$ cat src/rtl/fsw_defines.vh
`ifndef FSW_DEFINES_VH
`define FSW_DEFINES_VH

// ============================================================
// Status register field positions and reset value
`define FSW_ST_BUSY          0
`define FSW_ST_LATCH         1
`define FSW_ST_BP_LO         2
`define FSW_ST_BP_HI         5
`define FSW_ST_QUAD          6
`define FSW_ST_LOCK          7
`define FSW_ST_RESET         8'h00
`define FSW_NV_RESET         6'h00

// ============================================================
// Command opcodes
`define FSW_OP_WR_EN         8'h06
`define FSW_OP_WR_DIS        8'h04
`define FSW_OP_RDSR          8'h05
`define FSW_OP_ST_WR         8'h01
`define FSW_OP_SFDP          8'h5a
`define FSW_OP_RSTEN         8'h66
`define FSW_OP_RST           8'h99
`define FSW_OP_SUSP_A        8'h75
`define FSW_OP_SUSP_B        8'hb0
`define FSW_OP_CE_A          8'hc7
`define FSW_OP_CE_B          8'h60

// ============================================================
// Parameter table window and contents
`define FSW_TBL_BASE         21'h000010
`define FSW_TBL_FILL         8'hff
`define FSW_TBL_B80          8'hff
`define FSW_TBL_B81_STD      8'hee
`define FSW_TBL_B81_LB       8'hf6
`define FSW_TBL_B82          8'hff
`define FSW_TBL_B83          8'hff
`define FSW_TBL_ER1          8'h21
`define FSW_TBL_ER2          8'h5c
`define FSW_TBL_ER3          8'hdc
`define FSW_TBL_ER4          8'hff

// ============================================================
// Frame sequencing counts
`define FSW_ADDR_BYTES       2'h3
`define FSW_BIT_LAST         3'h7

`endif

$ cat src/rtl/fsw_status.v
`timescale 1ns/1ps
`include "fsw_defines.vh"

// Behaviour
// [RL1] Status read repeats the register value until chip select rises.
// [RL2] Bit 0 shows busy while an internal write cycle runs.
// [RL3] Bit 1 shows the write-enable latch, reset to zero.
// [RL4] Bits 2 to 5 are non-volatile writable block-protect bits.
// [RL5] Bit 6 is the non-volatile quad enable, default zero.
// [RL6] Bit 7 is the non-volatile status write lock.
// [RL7] Status write changes bits 2 to 7 only, never the latch.
// [RL8] Non-volatile bits start cleared; the code clears them in reset, then loads nv_image one cycle later.
// [RL9] Busy rises for program, erase, register writes; falls on completion.
// [RL10] While busy only status read, resets and suspend are accepted.
// [RL11] Suspend is accepted during busy program or erase.
// [RL12] Write-enable command sets the latch.
// [RL13] Latch at zero blocks all write-class commands.
// [RL14] Write-disable command clears the latch.
// [RL15] Latch clears when a register write, program or erase completes.
// [RL16] Host issues write enable before write-class commands.
// [RL17] Table byte 80h reports the supported read and program commands.
// [RL18] Table bits 9 to 12 report erase types, option swaps 3 and 4.
// [RL19] Table bits 13 to 15 report the double-rate reads.
// [RL20] Table reports sector lock commands; reserved bits read ones.
// [RL21] Table bytes 84h to 87h hold the erase opcodes.
// [RL22] Lock bit with protect pin low makes status writes ignored.
// [RL23] Full array erase ignored unless all block-protect bits are zero.
// [RL24] Quad enable turns protect and hold pins into data lines.
// [RL25] Non-volatile bits survive power loss; busy and latch reset.
module fsw_status #(
    parameter LARGE_BLOCK = 0
) (
    input  wire       clk,
    input  wire       nrst,
    input  wire       sck,
    input  wire       cs_n,
    input  wire       si,
    input  wire       wp_n,
    output reg        so,
    output reg        so_oe_n,
    input  wire [5:0] nv_image,
    input  wire       op_done,
    output reg        op_start,
    output reg  [7:0] op_code,
    output reg  [7:0] nv_wdata,
    output reg        suspend,
    output reg        sw_reset,
    output reg        write_busy,
    output reg        write_enable_latch,
    output reg  [5:0] nv_bits,
    output reg        pin_ctl_en
);

    // ============================================================
    // Frame states
    localparam [5:0] ST_CMD   = 6'h01;
    localparam [5:0] ST_ADDR  = 6'h02;
    localparam [5:0] ST_DUMMY = 6'h04;
    localparam [5:0] ST_DOUT  = 6'h08;
    localparam [5:0] ST_WDATA = 6'h10;
    localparam [5:0] ST_IGN   = 6'h20;

    // ============================================================
    // Opcode classes
    function is_pe;
        input [7:0] op;
        begin
            case (op)
                8'h02, 8'h12, 8'h32, 8'h34, 8'h38, 8'h3e,
                8'h20, 8'hd7, 8'h21, 8'h52, 8'h5c, 8'hd8, 8'hdc,
                `FSW_OP_CE_A, `FSW_OP_CE_B: is_pe = 1'b1;
                default: is_pe = 1'b0;
            endcase
        end
    endfunction

    function is_susp;
        input [7:0] op;
        begin
            is_susp = (op == `FSW_OP_SUSP_A) || (op == `FSW_OP_SUSP_B);
        end
    endfunction

    // ============================================================
    // Pin synchronisation
    wire [3:0] pin_lvl;
    wire       sck_f;
    wire       cs_n_f;
    wire       si_f;
    wire       wp_n_f;

    fsw_pin_sync #(
        .WIDTH (4),
        .INIT  (4'ha)
    ) u_sync (
        .clk       (clk),
        .nrst      (nrst),
        .pin_in    ({wp_n, si, cs_n, sck}),
        .level_out (pin_lvl)
    );

    assign sck_f  = pin_lvl[0];
    assign cs_n_f = pin_lvl[1];
    assign si_f   = pin_lvl[2];
    assign wp_n_f = pin_lvl[3];

    // ============================================================
    // State
    reg        sck_d_r;
    reg        cs_n_d_r;
    reg [5:0]  state_r;
    reg [2:0]  bit_cnt_r;
    reg [1:0]  byte_cnt_r;
    reg [7:0]  sh_in_r;
    reg [7:0]  sh_out_r;
    reg [7:0]  opcode_r;
    reg [7:0]  wdata_r;
    reg [23:0] addr_r;
    reg        cmd_ok_r;
    reg        wr_full_r;
    reg        load_pend_r;
    reg        src_rom_r;
    reg        rst_en_r;
    reg        busy_pe_r;
    reg        boot_load_r;
    wire [7:0] rom_q;

    fsw_param_rom #(
        .LARGE_BLOCK (LARGE_BLOCK)
    ) u_rom (
        .clk     (clk),
        .nrst    (nrst),
        .addr    (addr_r),
        .rd_data (rom_q)
    );

    // ============================================================
    // Derived terms
    wire       sck_rise = sck_f & ~sck_d_r & ~cs_n_f;
    wire       sck_fall = ~sck_f & sck_d_r & ~cs_n_f;
    wire       cs_rise  = cs_n_f & ~cs_n_d_r;
    wire [7:0] byte_in  = {sh_in_r[6:0], si_f};
    wire       last_bit = (bit_cnt_r == `FSW_BIT_LAST);
    wire [7:0] status   = {nv_bits, write_enable_latch, write_busy}; // see [RL2] see [RL3]
    wire [7:0] out_src  = src_rom_r ? rom_q : status;
    // With quad enable set, the protect pin is a data line and not a lock.
    wire       wr_lock  = nv_bits[`FSW_ST_LOCK - 2] & ~wp_n_f
                          & ~nv_bits[`FSW_ST_QUAD - 2];           // see [RL22] see [RL24]
    wire [3:0] bp_bits  = nv_bits[`FSW_ST_BP_HI - 2:0];

    // Commands accepted while busy.
    wire       busy_ok  = (byte_in == `FSW_OP_RDSR) || (byte_in == `FSW_OP_RSTEN)
                          || (byte_in == `FSW_OP_RST)
                          || (is_susp(byte_in) && busy_pe_r);     // see [RL10] see [RL11]

    // ============================================================
    // Edge history for the synchronised pins.
    always @(posedge clk or negedge nrst)
    begin
        if (!nrst)
        begin
            sck_d_r  <= 1'b0;
            cs_n_d_r <= 1'b1;
        end
        else
        begin
            sck_d_r  <= sck_f;
            cs_n_d_r <= cs_n_f;
        end
    end

    // ============================================================
    // Serial receive and frame sequencing.
    always @(posedge clk or negedge nrst)
    begin
        if (!nrst)
        begin
            state_r    <= ST_CMD;
            bit_cnt_r  <= 3'h0;
            byte_cnt_r <= 2'h0;
            sh_in_r    <= 8'h00;
            opcode_r   <= 8'h00;
            wdata_r    <= 8'h00;
            addr_r     <= 24'h000000;
            cmd_ok_r   <= 1'b0;
            wr_full_r  <= 1'b0;
            src_rom_r  <= 1'b0;
        end
        else if (cs_n_f)
        begin
            // Deselected: the next frame starts from a clean slate.
            state_r    <= ST_CMD;
            bit_cnt_r  <= 3'h0;
            byte_cnt_r <= 2'h0;
            if (!cs_rise)
            begin
                cmd_ok_r  <= 1'b0;
                wr_full_r <= 1'b0;
            end
        end
        else if (sck_rise)
        begin
            sh_in_r   <= byte_in;
            bit_cnt_r <= bit_cnt_r + 3'h1;
            if (last_bit)
            begin
                case (state_r)
                    ST_CMD:
                    begin
                        opcode_r  <= byte_in;
                        cmd_ok_r  <= ~write_busy | busy_ok;        // see [RL10]
                        src_rom_r <= 1'b0;
                        if (write_busy && !busy_ok)
                            state_r <= ST_IGN;
                        else if (byte_in == `FSW_OP_RDSR)
                            state_r <= ST_DOUT;                    // see [RL1]
                        else if (byte_in == `FSW_OP_SFDP)
                            state_r <= ST_ADDR;
                        else if (byte_in == `FSW_OP_ST_WR)
                            state_r <= ST_WDATA;
                        else
                            state_r <= ST_IGN;
                    end
                    ST_ADDR:
                    begin
                        addr_r     <= {addr_r[15:0], byte_in};
                        byte_cnt_r <= byte_cnt_r + 2'h1;
                        if (byte_cnt_r == `FSW_ADDR_BYTES - 2'h1)
                            state_r <= ST_DUMMY;
                    end
                    ST_DUMMY:
                    begin
                        src_rom_r <= 1'b1;
                        state_r   <= ST_DOUT;
                    end
                    ST_DOUT:
                    begin
                        if (src_rom_r)
                            addr_r <= addr_r + 24'h000001;
                    end
                    ST_WDATA:
                    begin
                        wdata_r   <= byte_in;
                        wr_full_r <= 1'b1;
                        state_r   <= ST_IGN;
                    end
                    ST_IGN:
                        state_r <= ST_IGN;
                    default:
                        state_r <= ST_IGN;
                endcase
            end
        end
    end

    // ============================================================
    // Serial transmit; data change on the falling clock edge.
    always @(posedge clk or negedge nrst)
    begin
        if (!nrst)
        begin
            so          <= 1'b0;
            so_oe_n     <= 1'b1;
            sh_out_r    <= 8'h00;
            load_pend_r <= 1'b0;
        end
        else if (cs_n_f)
        begin
            so_oe_n     <= 1'b1;
            load_pend_r <= 1'b0;
        end
        else
        begin
            // A completed byte in the output phase queues the next one.
            if (sck_rise && last_bit
                && ((state_r == ST_DUMMY) || (state_r == ST_DOUT)
                    || ((state_r == ST_CMD) && (byte_in == `FSW_OP_RDSR)
                        && (!write_busy || busy_ok))))
                load_pend_r <= 1'b1;
            else if (sck_fall && load_pend_r)
                load_pend_r <= 1'b0;
            if (sck_fall && (state_r == ST_DOUT))
            begin
                so_oe_n <= 1'b0;
                if (load_pend_r)
                begin
                    // Status is reloaded every byte so it repeats live.
                    so       <= out_src[7];                        // see [RL1]
                    sh_out_r <= {out_src[6:0], 1'b0};
                end
                else
                begin
                    so       <= sh_out_r[7];
                    sh_out_r <= {sh_out_r[6:0], 1'b0};
                end
            end
        end
    end

    // ============================================================
    // Command execution at chip-select release.
    always @(posedge clk or negedge nrst)
    begin
        if (!nrst)
        begin
            write_busy         <= 1'b0;                            // see [RL25]
            write_enable_latch <= 1'b0;                            // see [RL25]
            nv_bits            <= `FSW_NV_RESET;                   // see [RL8]
            boot_load_r        <= 1'b1;
            op_start           <= 1'b0;
            op_code            <= 8'h00;
            nv_wdata           <= `FSW_ST_RESET;
            suspend            <= 1'b0;
            sw_reset           <= 1'b0;
            rst_en_r           <= 1'b0;
            busy_pe_r          <= 1'b0;
        end
        else
        begin
            op_start <= 1'b0;
            suspend  <= 1'b0;
            sw_reset <= 1'b0;
            // Non-volatile image is taken from the store after reset.
            if (boot_load_r)
            begin
                boot_load_r <= 1'b0;
                nv_bits     <= nv_image;                           // see [RL25]
            end
            // Completion, pass or fail, ends busy and drops the latch.
            if (op_done && write_busy)
            begin
                write_busy         <= 1'b0;                        // see [RL9]
                write_enable_latch <= 1'b0;                        // see [RL15]
                busy_pe_r          <= 1'b0;
            end
            if (cs_rise && cmd_ok_r && (bit_cnt_r == 3'h0))
            begin
                rst_en_r <= (opcode_r == `FSW_OP_RSTEN);
                if (opcode_r == `FSW_OP_WR_EN)
                    write_enable_latch <= 1'b1;                    // see [RL12]
                else if (opcode_r == `FSW_OP_WR_DIS)
                    write_enable_latch <= 1'b0;                    // see [RL14]
                else if (opcode_r == `FSW_OP_RST)
                begin
                    if (rst_en_r)
                    begin
                        sw_reset           <= 1'b1;
                        write_enable_latch <= 1'b0;
                    end
                end
                else if (is_susp(opcode_r))
                begin
                    if (busy_pe_r)
                        suspend <= 1'b1;                           // see [RL11]
                end
                else if (opcode_r == `FSW_OP_ST_WR)
                begin
                    // Only bits 7:2 are written; the latch is untouched.
                    if (wr_full_r && write_enable_latch && !wr_lock) // see [RL13] see [RL22]
                    begin
                        nv_bits    <= wdata_r[7:2];                // see [RL4] see [RL5]
                        nv_wdata   <= {wdata_r[7:2], 2'b00};       // see [RL6] see [RL7]
                        op_code    <= opcode_r;
                        op_start   <= 1'b1;
                        write_busy <= 1'b1;                        // see [RL9]
                    end
                end
                else if (is_pe(opcode_r) && write_enable_latch)    // see [RL13] see [RL16]
                begin
                    if (!(((opcode_r == `FSW_OP_CE_A) || (opcode_r == `FSW_OP_CE_B))
                          && (bp_bits != 4'h0)))                   // see [RL23]
                    begin
                        op_code    <= opcode_r;
                        op_start   <= 1'b1;
                        write_busy <= 1'b1;                        // see [RL9]
                        busy_pe_r  <= 1'b1;
                    end
                end
            end
        end
    end

    // ============================================================
    // Pin function select follows quad enable.
    always @(posedge clk or negedge nrst)
    begin
        if (!nrst)
            pin_ctl_en <= 1'b1;
        else
            pin_ctl_en <= ~nv_bits[`FSW_ST_QUAD - 2];              // see [RL24]
    end

endmodule // fsw_status

$ cat src/rtl/fsw_pin_sync.v
`timescale 1ns/1ps

// ============================================================
// Three-stage pin synchroniser; the output follows only once
// the second and third stages agree.
module fsw_pin_sync #(
    parameter             WIDTH = 4,
    parameter [WIDTH-1:0] INIT  = {WIDTH{1'b1}}
) (
    input  wire             clk,
    input  wire             nrst,
    input  wire [WIDTH-1:0] pin_in,
    output wire [WIDTH-1:0] level_out
);

    reg [WIDTH-1:0] s1_r;
    reg [WIDTH-1:0] s2_r;
    reg [WIDTH-1:0] s3_r;
    reg [WIDTH-1:0] level_r;

    // Stage chain and agreement filter per bit.
    always @(posedge clk or negedge nrst)
    begin
        if (!nrst)
        begin
            s1_r    <= INIT;
            s2_r    <= INIT;
            s3_r    <= INIT;
            level_r <= INIT;
        end
        else
        begin
            s1_r    <= pin_in;
            s2_r    <= s1_r;
            s3_r    <= s2_r;
            level_r <= (s2_r & s3_r) | (level_r & (s2_r ^ s3_r));
        end
    end

    assign level_out = level_r;

endmodule // fsw_pin_sync

$ cat src/rtl/fsw_param_rom.v
`timescale 1ns/1ps
`include "fsw_defines.vh"

// ============================================================
// Constant 3-byte-address parameter table with registered output.
module fsw_param_rom #(
    parameter LARGE_BLOCK = 0
) (
    input  wire        clk,
    input  wire        nrst,
    input  wire [23:0] addr,
    output reg  [7:0]  rd_data
);

    reg [7:0] word_nxt;

    // Table lookup; bytes outside the table read as all ones.
    always @*
    begin
        word_nxt = `FSW_TBL_FILL;
        if (addr[23:3] == `FSW_TBL_BASE)
        begin
            case (addr[2:0])
                3'h0: word_nxt = `FSW_TBL_B80;                      // see [RL17]
                3'h1: word_nxt = LARGE_BLOCK ? `FSW_TBL_B81_LB
                                             : `FSW_TBL_B81_STD;    // see [RL18] see [RL19]
                3'h2: word_nxt = `FSW_TBL_B82;                      // see [RL20]
                3'h3: word_nxt = `FSW_TBL_B83;                      // see [RL20]
                3'h4: word_nxt = `FSW_TBL_ER1;                      // see [RL21]
                3'h5: word_nxt = `FSW_TBL_ER2;                      // see [RL21]
                3'h6: word_nxt = LARGE_BLOCK ? `FSW_TBL_ER4 : `FSW_TBL_ER3;
                3'h7: word_nxt = LARGE_BLOCK ? `FSW_TBL_ER3 : `FSW_TBL_ER4;
                default: word_nxt = `FSW_TBL_FILL;
            endcase
        end
    end

    // Registered read port.
    always @(posedge clk or negedge nrst)
    begin
        if (!nrst)
            rd_data <= `FSW_TBL_FILL;
        else
            rd_data <= word_nxt;
    end

endmodule // fsw_param_rom

$ cat config.mk
export PLATFORM = sky130hd
export DESIGN_NAME = fsw_status
export DESIGN_NICKNAME = d
export VERILOG_FILES = /design/src/rtl/fsw_status.v /design/src/rtl/fsw_pin_sync.v /design/src/rtl/fsw_param_rom.v
export VERILOG_INCLUDE_DIRS = /design/src /design/src/rtl
export SDC_FILE = /design/constraint.sdc
export NUM_CORES = 1
export LEC_CHECK = 0
export BUFFER_PORTS_ARGS = -buffer_cell sky130_fd_sc_hd__buf_4
export CORE_UTILIZATION = 60
export DETAILED_ROUTE_END_ITERATION = 12
export PLACE_DENSITY = 0.79
export SETUP_SLACK_MARGIN = 0.15
export SLEW_MARGIN = 5
export SYNTH_ARGS = -nofsm -noshare
export SYNTH_HDL_FRONTEND = slang
export SYNTH_SLANG_ARGS = --single-unit
$ cat constraint.sdc
create_clock -name clk -period 6 [get_ports clk]
set_clock_uncertainty 0.2 [all_clocks]
set_input_delay 1.5 -clock clk [delete_from_list [all_inputs] [get_ports clk]]
set_output_delay 1.5 -clock clk [all_outputs]
set_load 0.01 [all_outputs]
==> flow_summary.ini, run 1 <==
[status]
outcome = finished, final reports clean

[clock_tree]
cts_tree = yes
root_buffer = clkbuf_8
clkTransAtPathRegs_ns = 0.06
cts_made_buffers = 17
clock_path_buffers = 2
cts_num_sinks = 122
cts_hold_buf = 0
ctsResizeCount = 0
post-cts-setup-buffers = 0
insertion_delay_ns = 0.53
htree_levels = 4

[global_route]
grt_pass1_wl_um = 22400
grt_overflow = 0
track_usage_pct = 28.5
grt_pass1_vias = 4656
grt_max_degree = 81
grt_antenna_before_repair = 0

[timing]
fmax_ghz = 0.297
fin_crit_sh_pct = 56.2
finalHoldViolCount = 0
min_period_ns = 3.37
finalSetupViolCount = 0
grt_setup_unrepaired = no
setup_tns_ns = 0
relSlewSlack_pct = 32.3
worst_pin_slew_ns = 1.02
drv_slew = 0

[detailed_routing]
wire_per_inst_um = 17.0
drc = 0
drt_iter0_drc = 398
ant_nets = 0
first_pass_iters = 5
viasPerCell = 6.14
num_vias = 4808
routed_wl_um = 13300

[critical_path]
critPathKind = reg2reg
worstSetupEndpointType = flip-flop
r2r.worst_path.cells = 6
cp_slowest_cell = or4b_1
slowest_delay_ns = 0.57
critPathLaunch = opcode_r[2]$_DFFE_PN0P_
required_ns = 6.21
crit_top_cell = or4b_1
worstPathArrival_ns = 3.58
rrSetupSlack_ns = 2.63
path_cells = or4b_1 -> a2111oi_0 -> or4b_1 -> nor2_1 -> a21oi_2 -> mux2_4
reg2reg_from = opcode_r[2]$_DFFE_PN0P_
reg2reg_to = op_code[6]$_DFFE_PN0P_
critPathMaxFanout = 16
start_kind = flip-flop

[die]
ios = 43
die_w_um = 102
floorplan.initialDensity_pct = 63.2
dieArea_um2 = 10300
rows = 35
dieHeight_um = 102
coreArea_um2 = 9420

[synth]
synthSimpleGateAreaFrac_pct = 18.5
yosys_most_used_dff = dfrtp_1
synth_top_area_cell = dfrtp_1
avgSynthCellArea_um2 = 9.67
synth_common_cells = 103 x dfrtp_1, 82 x nand2_1, 68 x o21ai_0
synth-edff-count = 0
ys_top_cells_by_area = dfrtp_1 43%, dfstp_2 8.4%, o21ai_0 5.7%
synthMuxAreaShare_pct = 5.59
ys.warnings.count = 0
async_flop_share_pct = 100
synthAdderAreaFrac_pct = 2.52
synth-seq-cells = 122
synth_top_family_by_area = simple AND/OR/NAND/NOR gates
syn_area_um2 = 5950
synth_xor_area_share_pct = 0.294
syn_inst = 616
yosysSeqAreaShare_pct = 51.7
synth_top_area_share_pct = 43.3
synth_most_common_cell = dfrtp_1
synth_compound_area_share_pct = 17.3
ys_types = 66

[finish]
n_antenna_cell = 0
layout-drive-gt1-share_pct = 19.0
final_util_pct = 72.8
stdcell_count = 783
design_area_um2 = 6850
area_growth_pct = 15.1
final_nets = 666

[run]
maxCapViolCount = 0

[placement]
portBuffers = 40
place_congestion = 0.880
dp_cells = 751
hpwl_um = 8920
placed_cell_area_um2 = 6280

[worst_hold_path]
whs_path_depth = 0
hp-class = reg2reg
worstHoldEndpoint = u_sync.s2_r[0]$_DFF_PN0_
holdCritStartpoint = u_sync.s1_r[0]$_DFF_PN0_

[pwr]
pwr_density_cell_nw_per_um2 = 301
ir_worst_vdd_mv = 0.215
p_total_mw = 2.06
leakage_nw = 2.98
==> stage by stage <==
| stage | hold WS [ns] | setup WS [ns] |
|---|---|---|
| final | 0.148 | 2.63 |
| after CTS | 0.151 | 2.64 |
| after global placement | 0.132 | 2.77 |
| after floorplan | 0.131 | 3.50 |
| after global routing | 0.157 | 2.37 |
| after detailed placement | 0.137 | 2.69 |
==> kinds of logic (layout without fill, tap and decap cells) <==
| logic type | after synthesis | in the layout |
|---|---|---|
| buf+inv | 58 | 94 |
| other cells | 1 | 3 |
| xor+xnor | 2 | 2 |
| fa+ha+maj | 12 | 12 |
| flops | 122 | 122 |
| mux | 30 | 30 |
| compound gates | 172 | 172 |
| simple gates | 219 | 219 |
==> critical path: cells and delay by family, from the launching register on <==
kind,cells,cell delay [ns]
AO/OA/AOI/OAI,2,0.80
flip-flops,1,0.53
multiplexers,1,0.32
AND/OR/NAND/NOR,3,1.41
==> layer usage <==
layer	share of wire [%]	up-vias	global-route usage (%)	wire (um)
met5	0	-	0	0
met4	2.7	0	13.7	361
met3	6.0	38	5.66	800
met2	47	195	44.6	6260
met1	44	2325	38.1	5870
li1	-	2250	-	-
==> where the power goes <==
part	leakage, nW	switching (mW)	internal [mW]	total (mW)
clock	0.266	0.380	0.602	0.982
combinational	1.12	0.0730	0.0677	0.141
sequential	1.59	0.0747	0.868	0.942
total	2.98	0.528	1.54	2.06
==> flip-flops by register name (all words and copies together) (netlist names), 2 cells and up <==
name	cells
u_sync.s3_r	4
sh_out_r	7
nv_bits	6
u_sync.s1_r	4
wdata_r	6
bit_cnt_r	3
state_r	6
u_sync.level_out	4
opcode_r	8
u_sync.s2_r	4
byte_cnt_r	2
op_code	8
sh_in_r	7
addr_r	24
nv_wdata	6
u_rom.rd_data	6
==> layout by cell type (no fill, tap or decap), types with 16 or more instances in the layout <==
cell	count
nor2_1	37
dfstp_2	19
a21oi_1	48
buf_4	43
clkbuf_16	16
dfrtp_1	103
nand2_1	82
o21ai_0	68
mux2_2	18
inv_1	19
nand3_1	19
==> cell type report <==
| class | instances | area (um2) |
|---|---|---|
| well taps | 129 | 161 |
| multi-input cells | 438 | 2650 |
| clock buffers | 18 | 428 |
| fillers | 668 | 2560 |
| flip-flops and latches | 122 | 3080 |
| repair buffers | 43 | 323 |
| clock inverters | 14 | 146 |
| inverters | 19 | 71.3 |
==> worst max-delay path by stage <==
stage	end	slack (ns)	depth (start not counted)
2_1_floorplan	op_code[0]$_DFFE_PN0P_	3.50	7
3_3_place_gp	op_code[0]$_DFFE_PN0P_	2.77	6
3_5_place_dp	op_code[6]$_DFFE_PN0P_	2.69	6
4_1_cts	op_code[6]$_DFFE_PN0P_	2.64	6
5_1_grt	op_code[6]$_DFFE_PN0P_	2.37	6
6_report	op_code[6]$_DFFE_PN0P_	2.63	6
Note: power is estimated with default switching activity, not from simulation.
==> run 2, diff against run 1 <==
- clock period: 6 -> 3.2 ns (I/O delays scaled with it)
==> run 2 against run 1 <==
- maximum frequency grew 22%
- non-clock buffer count is 11 higher
- routed wire length is 0.89% higher
- sequential share of layout area shrank 0.34 points
- count of clock-buffer cells in the layout up 1
- combinational power is 99% higher
- cell count grew 1.4%
- first-iteration DRC count down 1.0%
- cell area increased by 0.77%
- sequential power rose by 87%
==> flow_summary.ini, run 2 (same netlist as run 1, synthesis figures left out) <==
[placement]
dp_cells = 761
dpl_worst_slack_ns = 0.383
place_congestion = 0.871
portBuffers = 40
placed_cell_area_um2 = 6360
hpwl_um = 9230

[detailed_routing]
viasPerCell = 6.09
drc = 0
routed_wl_um = 13400
wire_per_inst_um = 16.9
ant_nets = 0
num_vias = 4832
first_pass_iters = 5
drt_iter0_drc = 394

[timing]
finalHoldViolCount = 0
min_period_ns = 2.75
fin_ws_ns = 0.446
drv_slew = 0
fmax_ghz = 0.363
grt_setup_unrepaired = no
relSlewSlack_pct = 64.6
setup_tns_ns = 0
finalSetupViolCount = 0
worst_pin_slew_ns = 0.530
fin_crit_sh_pct = 86.1

[critical_path]
r2r.worst_path.cells = 8
path_buf_inv = 1
required_ns = 3.40
reg2reg_from = bit_cnt_r[1]$_DFFE_PN0P_
path_cells = inv_1 -> ha_1 -> nand4b_1 -> nor2_1 -> or4b_1 -> a211oi_4 -> a21oi_2 -> mux2_4
critPathMaxFanout = 8
slowest_delay_ns = 0.58
critPathKind = reg2reg
critPathTopFamily = simple AND/OR/NAND/NOR gates
cp_slowest_cell = or4b_1
reg2reg_to = op_code[0]$_DFFE_PN0P_
rrSetupSlack_ns = 0.45
worstPathArrival_ns = 2.95
start_kind = flip-flop
worstSetupEndpointType = flip-flop

[pwr]
leakage_nw = 3.03
ir_worst_vdd_mv = 0.357
pwr_density_cell_nw_per_um2 = 539

[clock_tree]
root_buffer = clkbuf_8
cts_tree = yes
clkTransAtPathRegs_ns = 0.06
insertion_delay_ns = 0.52
htree_levels = 4
clock_path_buffers = 2
cts_made_buffers = 17
cts_num_sinks = 122

[run]
maxCapViolCount = 0

[finish]
design_area_um2 = 6900
reg_top3 = addr_r: 24 flops, op_code: 8 flops, opcode_r: 8 flops
area_growth_pct = 15.9
regMostFlops = addr_r
n_antenna_cell = 0
final_nets = 677
fill_cells = 661
stdcell_count = 794
layout_common_cells = 103 x dfrtp_1, 82 x nand2_1, 68 x o21ai_0
final_common_cell = dfrtp_1
layout-drive-gt1-share_pct = 20.0
largest_reg_flops = 24

[global_route]
grt_antenna_before_repair = 0
grt_pass1_wl_um = 21900
track_usage_pct = 28.1
grt_max_degree = 48
grt_pass1_vias = 4441
grt_overflow = 0

[worst_hold_path]
worstHoldEndpoint = u_sync.s2_r[2]$_DFF_PN0_
whs_path_depth = 0
hp-class = reg2reg
holdCritStartpoint = u_sync.s1_r[2]$_DFF_PN0_

[status]
outcome = finished, final reports clean

[die]
dieArea_um2 = 10300
rows = 35
ios = 43
coreArea_um2 = 9420
die_w_um = 102
dieHeight_um = 102
floorplan.initialDensity_pct = 63.2
==> run 2: layout make-up <==
class | instances | area (um2) | share of cell area [%]
clock inverters | 13 | 96.3 | 1.40
well taps | 129 | 161 | 2.34
clock buffers | 19 | 432 | 6.25
multi-input cells | 438 | 2650 | 38.3
flip-flops and latches | 122 | 3080 | 44.6
repair buffers | 54 | 420 | 6.09
inverters | 19 | 71.3 | 1.03
==> run 2: per-stage QoR <==
stage | utilization (%) | hold slack, ns | power [mW]
floorplan | - | 0.131 | 1.92
global placement | 67.6 | 0.133 | 2.05
detailed placement | 67.6 | 0.138 | 2.06
CTS | 73.3 | 0.153 | 3.74
global route | 73.3 | 0.159 | 3.85
finish | 73.3 | 0.152 | 3.72
==> run 2: per-layer routing <==
layer	vias to the layer above	wire length, um	track usage, %
met3	26	772	5.11
met2	202	6540	45.0
met5	-	0	0
li1	2286	-	-
met4	0	228	11.3
met1	2318	5870	38.1
==> run 2: how the worst max path moves through the flow <==
stage / slack, ns / depth (start not counted) / startpoint / end
finish: 0.45 / 8 / bit_cnt_r[1]$_DFFE_PN0P_ / op_code[0]$_DFFE_PN0P_
CTS: 0.39 / 6 / opcode_r[2]$_DFFE_PN0P_ / op_code[0]$_DFFE_PN0P_
global placement: 0.51 / 6 / opcode_r[2]$_DFFE_PN0P_ / op_code[6]$_DFFE_PN0P_
floorplan: 0.70 / 7 / opcode_r[2]$_DFFE_PN0P_ / op_code[0]$_DFFE_PN0P_
global route: 0.23 / 6 / opcode_r[2]$_DFFE_PN0P_ / op_code[0]$_DFFE_PN0P_
detailed placement: 0.38 / 6 / opcode_r[2]$_DFFE_PN0P_ / op_code[0]$_DFFE_PN0P_
==> run 2: power breakdown <==
part	total [mW]	switching, mW	leakage [nW]	internal, mW
Clock	1.68	0.705	0.258	0.974
Combinational	0.281	0.145	1.17	0.136
Sequential	1.76	0.136	1.59	1.63
Total	3.72	0.986	3.03	2.74
==> run 2: timing repair <==
| item | 4_1_cts | 5_1_grt |
|---|---|---|
| hold buffers | 1 | 0 |
| endpoints found under the setup margin | 0 | 2 |
| endpoints found under the hold margin | 22 | 0 |
| resized for setup | 0 | 1 |
| setup buffers | 0 | 0 |
